`src/core/led_matrix_consts.svh`:
```
// offsets, field positions, reset values and timing counts of the intensity/config block
// assumes inclusion by bare name from the block and the bench
`ifndef LED_MATRIX_CONSTS_SVH
`define LED_MATRIX_CONSTS_SVH

`define ADDR_DIGIT_ZERO    8'h03
`define ADDR_DIGIT_ONE     8'h04
`define ADDR_PANEL_SETUP   8'h0d

`define BIT_PLANE_MODE     7
`define BIT_COLOUR         6
`define BIT_MUX_FLIP       5
`define BIT_RIPPLE         4
`define BIT_PLANE_MSB      3
`define BIT_PLANE_LSB      2

`define RST_DIGIT          8'h00
`define RST_PANEL_SETUP    8'h00

`define CLK_PERIOD_PS      4000
// one period of internal_oscillator/4 between adjacent drivers
`define RIPPLE_DELAY_PS    953700
`define RIPPLE_CYCLES      ((`RIPPLE_DELAY_PS + `CLK_PERIOD_PS - 1) / `CLK_PERIOD_PS)

`endif

```
`src/core/led_matrix_pkg.sv`:
```
// types shared by the intensity/config block
// assumes nothing beyond the constants header
package led_matrix_pkg;

    typedef struct packed {
        logic plane_mode_select;
        logic colour_rgy;
        logic mux_flip;
        logic ripple_sync;
    } panel_cfg_s;

    typedef struct packed {
        logic [1:0] digit_one;
        logic [1:0] digit_zero;
    } pixel_pair_s;

    typedef enum {
        ST_IDLE,
        ST_WAIT,
        ST_RUN
    } mux_state_e;

endpackage : led_matrix_pkg

```
`src/core/led_matrix_intensity_config.sv`:
```
// panel configuration, digit intensity pwm and frame modulation of the matrix driver
// assumes a register port decoded from the serial interface on clock_i, and a
// resync pin from the panel bus that arrives asynchronously
// How it works
// - bit 6 of 0x0d: 0 mono/rgb panel, 1 red-green-yellow panel
// - mono-only variants: colour bit reads zero, writes to it ignored
// - bit 7 of 0x0d: 0 four on/off planes, 1 two planes of 2-bit pixels
// - single-bit variants: plane-mode bit stays zero whatever is written
// - pixel 11 lit every frame, 00 never; arithmetic 10 is 1,0,1 and 01 is 0,1,0
// - geometric 10 lights even frames, 01 lights one in four from frame 1
// - register 0x03 holds digit 0 fraction n/256
// - register 0x04 holds digit 1 fraction n/256
// - digit on-time is n/256 of the panel pwm value
// - bits 3:2 report driving plane, read only
// - four-plane codes 00..11 are planes 0..3; two-plane codes 10,11 are 0,1
// - ripple sync delays each driver one oscillator/4 period per address step
// - mux flip reverses the pwm timing on alternate drivers
// - with flip, even addresses run normal timing, odd addresses flipped
`include "led_matrix_consts.svh"

module led_matrix_intensity_config #(
    parameter bit COLOUR_CAPABLE = 1'b1,
    parameter bit GREY_CAPABLE   = 1'b1
) (
    input  wire logic                        clock_i,
    input  wire logic                        rst_n_i,
    input  wire logic                        reg_wr_i,
    input  wire logic [7:0]                  reg_addr_i,
    input  wire logic [7:0]                  reg_wdata_i,
    output logic      [7:0]                  reg_rdata_o,
    input  wire logic [7:0]                  driver_addr_i,
    input  wire logic [7:0]                  panel_pwm_i,
    input  wire logic [1:0]                  plane_sel_i,
    input  wire logic [1:0]                  graduation_geo_i,
    input  wire led_matrix_pkg::pixel_pair_s pixel_i,
    input  wire logic                        resync_pin_i,
    output logic      [1:0]                  led_on_o,
    output led_matrix_pkg::panel_cfg_s       cfg_o
);

    led_matrix_pkg::panel_cfg_s cfg_r;
    logic [1:0]                 low_bits_r;
    logic [7:0]                 digit0_r;
    logic [7:0]                 digit1_r;
    logic [7:0]                 rdata_r;
    logic                       sync_meta_r;
    logic                       sync_r;
    logic                       sync_d_r;
    logic                       sync_rise;
    led_matrix_pkg::mux_state_e state_r;
    logic [7:0]                 steps_left_r;
    logic [7:0]                 tick_r;
    logic [7:0]                 phase_r;
    logic                       digit_sel_r;
    logic [1:0]                 mod3_r;
    logic [1:0]                 mod4_r;
    logic [1:0]                 led_on_r;
    logic [1:0]                 plane_code;
    logic                       flipped;
    logic                       wr_panel;

    assign wr_panel  = reg_wr_i && (reg_addr_i == `ADDR_PANEL_SETUP);
    assign sync_rise = sync_r && !sync_d_r;
    assign flipped   = cfg_r.mux_flip && driver_addr_i[0];

    // two-plane mode reports planes 0 and 1 with the upper code bit set
    assign plane_code = cfg_r.plane_mode_select ? {1'b1, plane_sel_i[0]} : plane_sel_i;

    always_ff @(posedge clock_i) begin
        if (!rst_n_i) begin
            cfg_r      <= '0;
            low_bits_r <= 2'h0;
        end else if (wr_panel) begin
            cfg_r.plane_mode_select <= GREY_CAPABLE && reg_wdata_i[`BIT_PLANE_MODE];
            cfg_r.colour_rgy        <= COLOUR_CAPABLE && reg_wdata_i[`BIT_COLOUR];
            cfg_r.mux_flip          <= reg_wdata_i[`BIT_MUX_FLIP];
            cfg_r.ripple_sync       <= reg_wdata_i[`BIT_RIPPLE];
            low_bits_r              <= reg_wdata_i[1:0];
        end
    end

    always_ff @(posedge clock_i) begin
        if (!rst_n_i) begin
            digit0_r <= `RST_DIGIT;
            digit1_r <= `RST_DIGIT;
        end else if (reg_wr_i) begin
            if (reg_addr_i == `ADDR_DIGIT_ZERO) begin
                digit0_r <= reg_wdata_i;
            end
            if (reg_addr_i == `ADDR_DIGIT_ONE) begin
                digit1_r <= reg_wdata_i;
            end
        end
    end

    // plane bits come from live state, so a write never reaches them
    always_ff @(posedge clock_i) begin
        if (!rst_n_i) begin
            rdata_r <= 8'h00;
        end else begin
            case (reg_addr_i)
                `ADDR_DIGIT_ZERO:  rdata_r <= digit0_r;
                `ADDR_DIGIT_ONE:   rdata_r <= digit1_r;
                `ADDR_PANEL_SETUP: rdata_r <= {cfg_r, plane_code, low_bits_r};
                default:           rdata_r <= 8'h00;
            endcase
        end
    end

    always_ff @(posedge clock_i) begin
        if (!rst_n_i) begin
            sync_meta_r <= 1'b0;
            sync_r      <= 1'b0;
            sync_d_r    <= 1'b0;
        end else begin
            sync_meta_r <= resync_pin_i;
            sync_r      <= sync_meta_r;
            sync_d_r    <= sync_r;
        end
    end

    // each address step costs one oscillator/4 period before the mux starts
    always_ff @(posedge clock_i) begin
        if (!rst_n_i) begin
            state_r      <= led_matrix_pkg::ST_IDLE;
            steps_left_r <= 8'h00;
            tick_r       <= 8'h00;
        end else begin
            case (state_r)
                led_matrix_pkg::ST_IDLE, led_matrix_pkg::ST_RUN: begin
                    if (sync_rise) begin
                        state_r      <= led_matrix_pkg::ST_WAIT;
                        steps_left_r <= cfg_r.ripple_sync ? driver_addr_i : 8'h00;
                        tick_r       <= 8'h00;
                    end
                end
                led_matrix_pkg::ST_WAIT: begin
                    if (steps_left_r == 8'h00) begin
                        state_r <= led_matrix_pkg::ST_RUN;
                    end else if (tick_r == 8'(`RIPPLE_CYCLES - 1)) begin
                        tick_r       <= 8'h00;
                        steps_left_r <= steps_left_r - 8'h01;
                    end else begin
                        tick_r <= tick_r + 8'h01;
                    end
                end
                default: state_r <= led_matrix_pkg::ST_IDLE;
            endcase
        end
    end

    always_ff @(posedge clock_i) begin
        if (!rst_n_i || state_r != led_matrix_pkg::ST_RUN) begin
            phase_r     <= 8'h00;
            digit_sel_r <= 1'b0;
            mod3_r      <= 2'h0;
            mod4_r      <= 2'h0;
        end else begin
            phase_r <= phase_r + 8'h01;
            if (phase_r == 8'hff) begin
                digit_sel_r <= !digit_sel_r;
                if (digit_sel_r) begin
                    mod3_r <= (mod3_r == 2'h2) ? 2'h0 : mod3_r + 2'h1;
                    mod4_r <= mod4_r + 2'h1;
                end
            end
        end
    end

    function automatic logic pixel_lit(input logic [1:0] v, input logic geo,
                                       input logic [1:0] m3, input logic [1:0] m4,
                                       input logic grey);
        logic lit;
        lit = 1'b0;
        if (!grey) begin
            lit = v[0];
        end else begin
            case (v)
                2'b11:   lit = 1'b1;
                2'b10:   lit = geo ? !m4[0] : (m3 != 2'h1);
                2'b01:   lit = geo ? (m4 == 2'h1) : (m3 == 2'h1);
                default: lit = 1'b0;
            endcase
        end
        return lit;
    endfunction : pixel_lit

    // with mux flip set, odd drivers place the on-time at the end of the digit slot
    function automatic logic pwm_on(input logic [7:0] n, input logic [7:0] panel,
                                    input logic [7:0] phase, input logic flip);
        logic [15:0] prod;
        logic [8:0]  on_time;
        prod    = 16'(n) * 16'(panel);
        on_time = {1'b0, prod[15:8]};
        return flip ? ({1'b0, phase} >= (9'h100 - on_time)) : ({1'b0, phase} < on_time);
    endfunction : pwm_on

    for (genvar d = 0; d < 2; d++) begin : g_digit
        logic [7:0] n;
        logic [1:0] pix;
        assign n   = (d == 0) ? digit0_r : digit1_r;
        assign pix = (d == 0) ? pixel_i.digit_zero : pixel_i.digit_one;
        always_ff @(posedge clock_i) begin
            if (!rst_n_i) begin
                led_on_r[d] <= 1'b0;
            end else begin
                led_on_r[d] <= (state_r == led_matrix_pkg::ST_RUN) && (digit_sel_r == 1'(d))
                               && pwm_on(n, panel_pwm_i, phase_r, flipped)
                               && pixel_lit(pix, graduation_geo_i[d], mod3_r, mod4_r,
                                            cfg_r.plane_mode_select);
            end
        end
    end

    assign reg_rdata_o = rdata_r;
    assign led_on_o    = led_on_r;
    assign cfg_o       = cfg_r;

    colour_fixed_a: assert property (@(posedge clock_i) disable iff (!rst_n_i)
        !COLOUR_CAPABLE |-> !cfg_r.colour_rgy) else $error("colour bit set on mono part");
    plane_fixed_a: assert property (@(posedge clock_i) disable iff (!rst_n_i)
        !GREY_CAPABLE |-> !cfg_r.plane_mode_select) else $error("plane mode set");
    colour_write_a: assert property (@(posedge clock_i) disable iff (!rst_n_i)
        wr_panel && COLOUR_CAPABLE |=> cfg_r.colour_rgy == $past(reg_wdata_i[`BIT_COLOUR]))
        else $error("colour bit not stored");
    plane_write_a: assert property (@(posedge clock_i) disable iff (!rst_n_i)
        wr_panel && GREY_CAPABLE
        |=> cfg_r.plane_mode_select == $past(reg_wdata_i[`BIT_PLANE_MODE]))
        else $error("plane mode not stored");
    digit_zero_store_a: assert property (@(posedge clock_i) disable iff (!rst_n_i)
        reg_wr_i && reg_addr_i == `ADDR_DIGIT_ZERO |=> digit0_r == $past(reg_wdata_i))
        else $error("digit 0 value lost");
    digit_one_store_a: assert property (@(posedge clock_i) disable iff (!rst_n_i)
        reg_wr_i && reg_addr_i == `ADDR_DIGIT_ONE |=> digit1_r == $past(reg_wdata_i))
        else $error("digit 1 value lost");
    plane_code_a: assert property (@(posedge clock_i) disable iff (!rst_n_i)
        reg_addr_i == `ADDR_PANEL_SETUP && cfg_r.plane_mode_select |=> reg_rdata_o[3])
        else $error("two-plane code wrong");
    zero_digit_dark_a: assert property (@(posedge clock_i) disable iff (!rst_n_i)
        digit0_r == 8'h00 |=> !led_on_o[0]) else $error("digit lit at zero");
    dark_pixel_a: assert property (@(posedge clock_i) disable iff (!rst_n_i)
        pixel_i.digit_zero == 2'b00 |=> !led_on_o[0]) else $error("off pixel lit");
    flip_start_dark_a: assert property (@(posedge clock_i) disable iff (!rst_n_i)
        flipped && phase_r == 8'h00 |=> led_on_o == 2'b00)
        else $error("flipped slot lit at start");
    ripple_delay_a: assert property (@(posedge clock_i) disable iff (!rst_n_i)
        sync_rise && state_r != led_matrix_pkg::ST_WAIT && cfg_r.ripple_sync
        && driver_addr_i == 8'h01 |-> ##[240:242] state_r == led_matrix_pkg::ST_RUN)
        else $error("ripple delay wrong");

endmodule : led_matrix_intensity_config

```
`config.mk`:
```
export PLATFORM = sky130hd
export DESIGN_NAME = led_matrix_intensity_config
export DESIGN_NICKNAME = d
export VERILOG_FILES = /design/src/core/led_matrix_pkg.sv /design/src/core/led_matrix_intensity_config.sv
export VERILOG_INCLUDE_DIRS = /design/src /design/src/core
export SDC_FILE = /design/constraint.sdc
export NUM_CORES = 1
export LEC_CHECK = 0
export BUFFER_PORTS_ARGS = -buffer_cell sky130_fd_sc_hd__buf_4
export CORE_ASPECT_RATIO = 1.4
export CORE_UTILIZATION = 51
export DETAILED_ROUTE_END_ITERATION = 8
export PLACE_DENSITY = 0.72
export SYNTH_ARGS = -nofsm -noshare
export SYNTH_HDL_FRONTEND = slang
export SYNTH_SLANG_ARGS = --single-unit
```
`constraint.sdc`:
```
create_clock -name clock_i -period 5.7 [get_ports clock_i]
set_input_delay 0.285 -clock clock_i [delete_from_list [all_inputs] [get_ports clock_i]]
set_output_delay 0.285 -clock clock_i [all_outputs]
set_load 0.01 [all_outputs]
```
==> results.md <==
| Item | Reported |
|---|---|
| Maximum fanout count along the critical path | 4 |
| GRT Overall Usage | 26.1% |
| Switch share | 24.8% |
| Worst hold path depth | 2 |
| Fraction of registers with async set or reset after synthesis | 0% |
| Power per Cell Area | 121 nW/µm² |
| Routed len/inst | 15.5 µm |
| Number of vias per cell | 5.54 |
| Clock-pin slew on the worst setup and hold paths | 0.06 ns |
| GR met1 Demand/Resource | 30.4% |
| CTS buffer count | 9 |
| Synthesized Nets | 1159 |
| Overall via count from detail_route | 7002 |
| GPL Wtd Cong | 0.893 |
| Overall die height | 150 µm |
| Multi-input combinational cell area | 6240 µm² |
| Reg2reg path depth | 20 |
| Max Cap Viol | 0 |
| Global-route wire length before repair | 33200 µm |
| Slew of the pin with the lowest slew margin | 0.843 ns |
| Worst hold path class | input port to flip-flop |
| CTS max path bufs | 2 |
| Stage delay of the slowest cell on the critical path | 0.55 ns |
| Synthesis-to-layout area growth | 21.5% |
| Grt met3 use | 2.96% |
| Minimum period implied by the final worst setup slack | 5.84 ns |
| Combinational share of power | 8.9% |
| Ratio of cells with drive above 1 in the final layout | 19.3% |
| Layer carrying the most global-route usage | met2 |
| Worst Setup Slack post-DPL | -0.379 ns |
| Status | complete, but fails checks |
| Internal power of the cells | 0.876 mW |
| Maximum VDD drop | 173 µV |
| Worst clock skew | 0.00531 ns |
| Area post-placement | 9230 µm² |
| Grt total ovfl | 0 |
| Final number of max-transition violations | 0 |
| Sequential-to-total area share from yosys stat | 16.7% |
| Static leakage power | 4.70 nW |
| ANT cells | 0 |
| Upper clock frequency limit | 0.171 GHz |
| Horizontal die dimension | 107 µm |
| Number of global-route vias before repair | 7130 |
| Count of mapped cells out of synthesis | 941 |
| RSZ-0062 raised after global routing | true |
| Count of port buffers added during placement | 57 |
| Number of endpoints failing setup at the final stage | 2 |
| Initial drt markers | 309 |
| Latest clock arrival within the worst-skew pair | 0.34 ns |
| Placed wire-length estimate | 15600 µm |
| Final Hold Violating Endpoints | 0 |
| CTS tree | yes |
| Core Box Area | 15100 µm² |
| Number of detailed-route iterations in the first pass | 6 |
| Synthesized area divided by synthesized cell count | 8.43 µm² |
| Antenna Violating Nets Remaining | 0 |
| Count of nets after finishing | 1284 |
| Post-route cell area | 9640 µm² |
| Fill cell total of the finished layout | 1311 |
| Count of unresolved DRC violations after routing | 0 |
| Crit path cell chain | buf_4, and2_1, fa_1, fa_1, fa_1, inv_1, fa_1, inv_1, ha_1, a211o_1, a2111o_1, a31o_2, and3_1, or2_1, xnor2_1, ha_1, o21ai_0, a2111oi_2, o221ai_1, nor3_1 |
| Fraction of power consumed by sequential logic | 40.4% |
| Yosys warnings | 0 |
| FF+latch count, synth | 66 |
| Final cycle utilization of the critical path | 102% |
| Worst max-slew margin expressed relative to the limit | 43.3% |
| Main synth FF type | sky130_fd_sc_hd__dfxtp_1 |
| Critical path's most frequent cell | sky130_fd_sc_hd__fa_1 |
| H-tree depth reported by CTS | 3 |
| Initial antenna violation count | 0 |
| Largest net degree at the start of global routing | 31 |
| IO Count | 58 |
| Portion of total power attributed to the clock network | 50.7% |
| Distinct cells, synth | 62 |
| Site row count | 53 |
| Slowest cell on crit path | sky130_fd_sc_hd__fa_1 |
| Final WS setup | -0.140 ns |
| Setup crit start kind | flip-flop |
| Worst Path Class, Setup | flip-flop to flip-flop |
| Total wire length after detailed routing | 19600 µm |
| Post-synthesis instance area | 7930 µm² |
| Die area | 16100 µm² |
| Number of synthesized flops with an enable pin | 0 |
| Register area | 1340 µm² |
| Clock Sinks | 66 |
| Net Switching | 0.288 mW |
| Starting Density | 52.5% |
| Failing checks | negative setup slack |
| Required time at the worst-slack endpoint | 5.96 ns |
| Routing usage on met2 | 47.3% |
| Data arrival at the endpoint of the critical path | 6.10 ns |
| Critical path endpoint category | flip-flop |
| Clock tree root buffer cell | sky130_fd_sc_hd__clkbuf_16 |
-- layout by cell type, fill, tap and decap left out, types with 3 or more instances in the layout --
cell type and instances:
sky130_fd_sc_hd__buf_4 150, sky130_fd_sc_hd__and2_1 111, sky130_fd_sc_hd__inv_1 100, sky130_fd_sc_hd__ha_1 100
sky130_fd_sc_hd__fa_1 68, sky130_fd_sc_hd__nand2_1 65, sky130_fd_sc_hd__nor2_1 63, sky130_fd_sc_hd__dfxtp_1 60
sky130_fd_sc_hd__a21oi_1 48, sky130_fd_sc_hd__nand3_1 36, sky130_fd_sc_hd__xnor2_1 21, sky130_fd_sc_hd__o21ai_0 18
sky130_fd_sc_hd__xor2_1 18, sky130_fd_sc_hd__a21boi_0 16, sky130_fd_sc_hd__nor3_1 14, sky130_fd_sc_hd__nor2b_1 10
sky130_fd_sc_hd__nand2b_1 10, sky130_fd_sc_hd__clkbuf_16 9, sky130_fd_sc_hd__a21o_1 8, sky130_fd_sc_hd__o21a_1 8
sky130_fd_sc_hd__nand4_1 8, sky130_fd_sc_hd__and3_1 7, sky130_fd_sc_hd__o21ai_1 7, sky130_fd_sc_hd__a222oi_1 7
sky130_fd_sc_hd__a31oi_1 6, sky130_fd_sc_hd__a211o_1 5, sky130_fd_sc_hd__o211ai_1 5, sky130_fd_sc_hd__nor4_1 5
sky130_fd_sc_hd__a211oi_1 5, sky130_fd_sc_hd__dfxtp_4 4, sky130_fd_sc_hd__and2_4 3, sky130_fd_sc_hd__inv_2 3
sky130_fd_sc_hd__or3_4 3, sky130_fd_sc_hd__o31ai_1 3, sky130_fd_sc_hd__mux2i_1 3, sky130_fd_sc_hd__a311oi_1 3
sky130_fd_sc_hd__or3_1 3, sky130_fd_sc_hd__ha_4 3
-- flip-flops by register name, summed over array words and instances, names as in the netlist, 4 cells and up --
register	count
cfg_o	4
digit0_r	8
phase_r	8
digit1_r	8
tick_r	8
reg_rdata_o	8
steps_left_r	8
-- layer usage --
metal | share of wire (%) | vias up | wire [µm]
met4 | 3.8 | 0 | 755
met2 | 53 | 117 | 10400
met3 | 2.6 | 49 | 520
met5 | 0 | - | 0
met1 | 41 | 3406 | 7960
li1 | - | 3430 | -
-- cell usage after synthesis, types with 3 or more instances --
cell                         n  share of area [%]
sky130_fd_sc_hd__clkbuf_1   34                1.6
sky130_fd_sc_hd__nand3_1    36                2.3
sky130_fd_sc_hd__or3_1       4               0.32
sky130_fd_sc_hd__nand2_1    68                3.2
sky130_fd_sc_hd__a31oi_1     6               0.47
sky130_fd_sc_hd__xnor2_1    22                2.4
sky130_fd_sc_hd__nor2b_1    10               0.79
sky130_fd_sc_hd__nand4_1     8               0.63
sky130_fd_sc_hd__nand2b_1   10               0.79
sky130_fd_sc_hd__nor3_1     14               0.88
sky130_fd_sc_hd__fa_1       70                 18
sky130_fd_sc_hd__a21boi_0   16                1.5
sky130_fd_sc_hd__a222oi_1    7               0.88
sky130_fd_sc_hd__a211o_1     5               0.55
sky130_fd_sc_hd__o21ai_1     3               0.19
sky130_fd_sc_hd__a21o_1      8               0.76
sky130_fd_sc_hd__inv_1     103                4.9
sky130_fd_sc_hd__nor4_1      5               0.39
sky130_fd_sc_hd__dfxtp_1    66                 17
sky130_fd_sc_hd__and2_1    114                9.0
sky130_fd_sc_hd__o211ai_1    5               0.47
sky130_fd_sc_hd__o21ai_0    22                1.4
sky130_fd_sc_hd__o31ai_1     3               0.28
sky130_fd_sc_hd__a211oi_1    5               0.47
sky130_fd_sc_hd__ha_1      104                 16
sky130_fd_sc_hd__nor2_1     63                3.0
sky130_fd_sc_hd__a311oi_1    3               0.33
sky130_fd_sc_hd__mux2i_1     3               0.38
sky130_fd_sc_hd__xor2_1     18                2.0
sky130_fd_sc_hd__o21a_1      8               0.76
sky130_fd_sc_hd__a21oi_1    49                3.1
sky130_fd_sc_hd__and3_1      7               0.55
-- stage by stage --
stage	setup TNS [ns]	power, mW	hold WS [ns]	utilization [%]	std cells
after floorplan	0	0.536	0.412	-	941
after global routing	-0.873	1.20	0.168	63.8	1263
after detailed placement	-0.671	0.584	0.428	61.0	1245
after CTS	-0.430	1.17	0.149	63.4	1262
final	-0.230	1.16	0.153	63.8	1263
after global placement	-0.460	0.583	0.415	61.0	1245
-- layout make-up --
class | instances | area share (%)
clock buffer | 11 | 2.62
clock inverter | 5 | 0.623
inverter | 103 | 4.01
multi-input combinational | 736 | 64.7
sequential | 66 | 13.9
tap | 192 | 2.49
timing repair buffer | 150 | 11.7
-- final timing paths --
kind                 from  slack (ns)           to
max           digit0_r[5]       -0.14  led_on_o[0]
min          resync_pin_i        0.15  sync_meta_r
max reg2reg   digit0_r[5]       -0.14  led_on_o[0]
min reg2reg   sync_meta_r        0.45       sync_r
-- cells by family (layout without fill, tap and decap cells) --
group                      Yosys count  in the layout  share of synthesized area (%)
and+or+nand+nor                    355            355                           23.7
adders and majority gates          174            174                           34.1
AOI/OAI and AO/OA                  163            163                           14.1
buffers and inverters              139            269                           6.58
DFF                                 66             66                           16.7
xor gates and xnor gates            40             40                           4.42
muxes                                4              4                          0.520
-- repair_timing --
action	in CTS	in global routing
hold buffers	0	0
setup endpoints to repair	2	2
gates resized for setup	13	13
pin swaps	12	4
setup buffers	1	1
-- worst max-delay path, delay by kind of cell, from the launching register on --
kind	cells	cell delay (ns)
AND/OR/NAND/NOR	4	0.78
AO/OA/AOI/OAI	6	1.64
buffers and inverters	3	0.27
adder cells (fa/ha/maj)	6	2.59
flip-flops	1	0.36
XOR/XNOR	1	0.14
-- power by group through the flow --
| stage | combinational, mW | sequential (mW) | clock (mW) |
|---|---|---|---|
| 2_1_floorplan | 0.0549 | 0.481 | 0 |
| 6_report | 0.104 | 0.470 | 0.590 |
| 5_1_grt | 0.115 | 0.470 | 0.617 |
| 3_3_place_gp | 0.101 | 0.482 | 0 |
| 3_5_place_dp | 0.102 | 0.482 | 0 |
| 4_1_cts | 0.103 | 0.471 | 0.594 |
(Power assumes the default switching activity.)
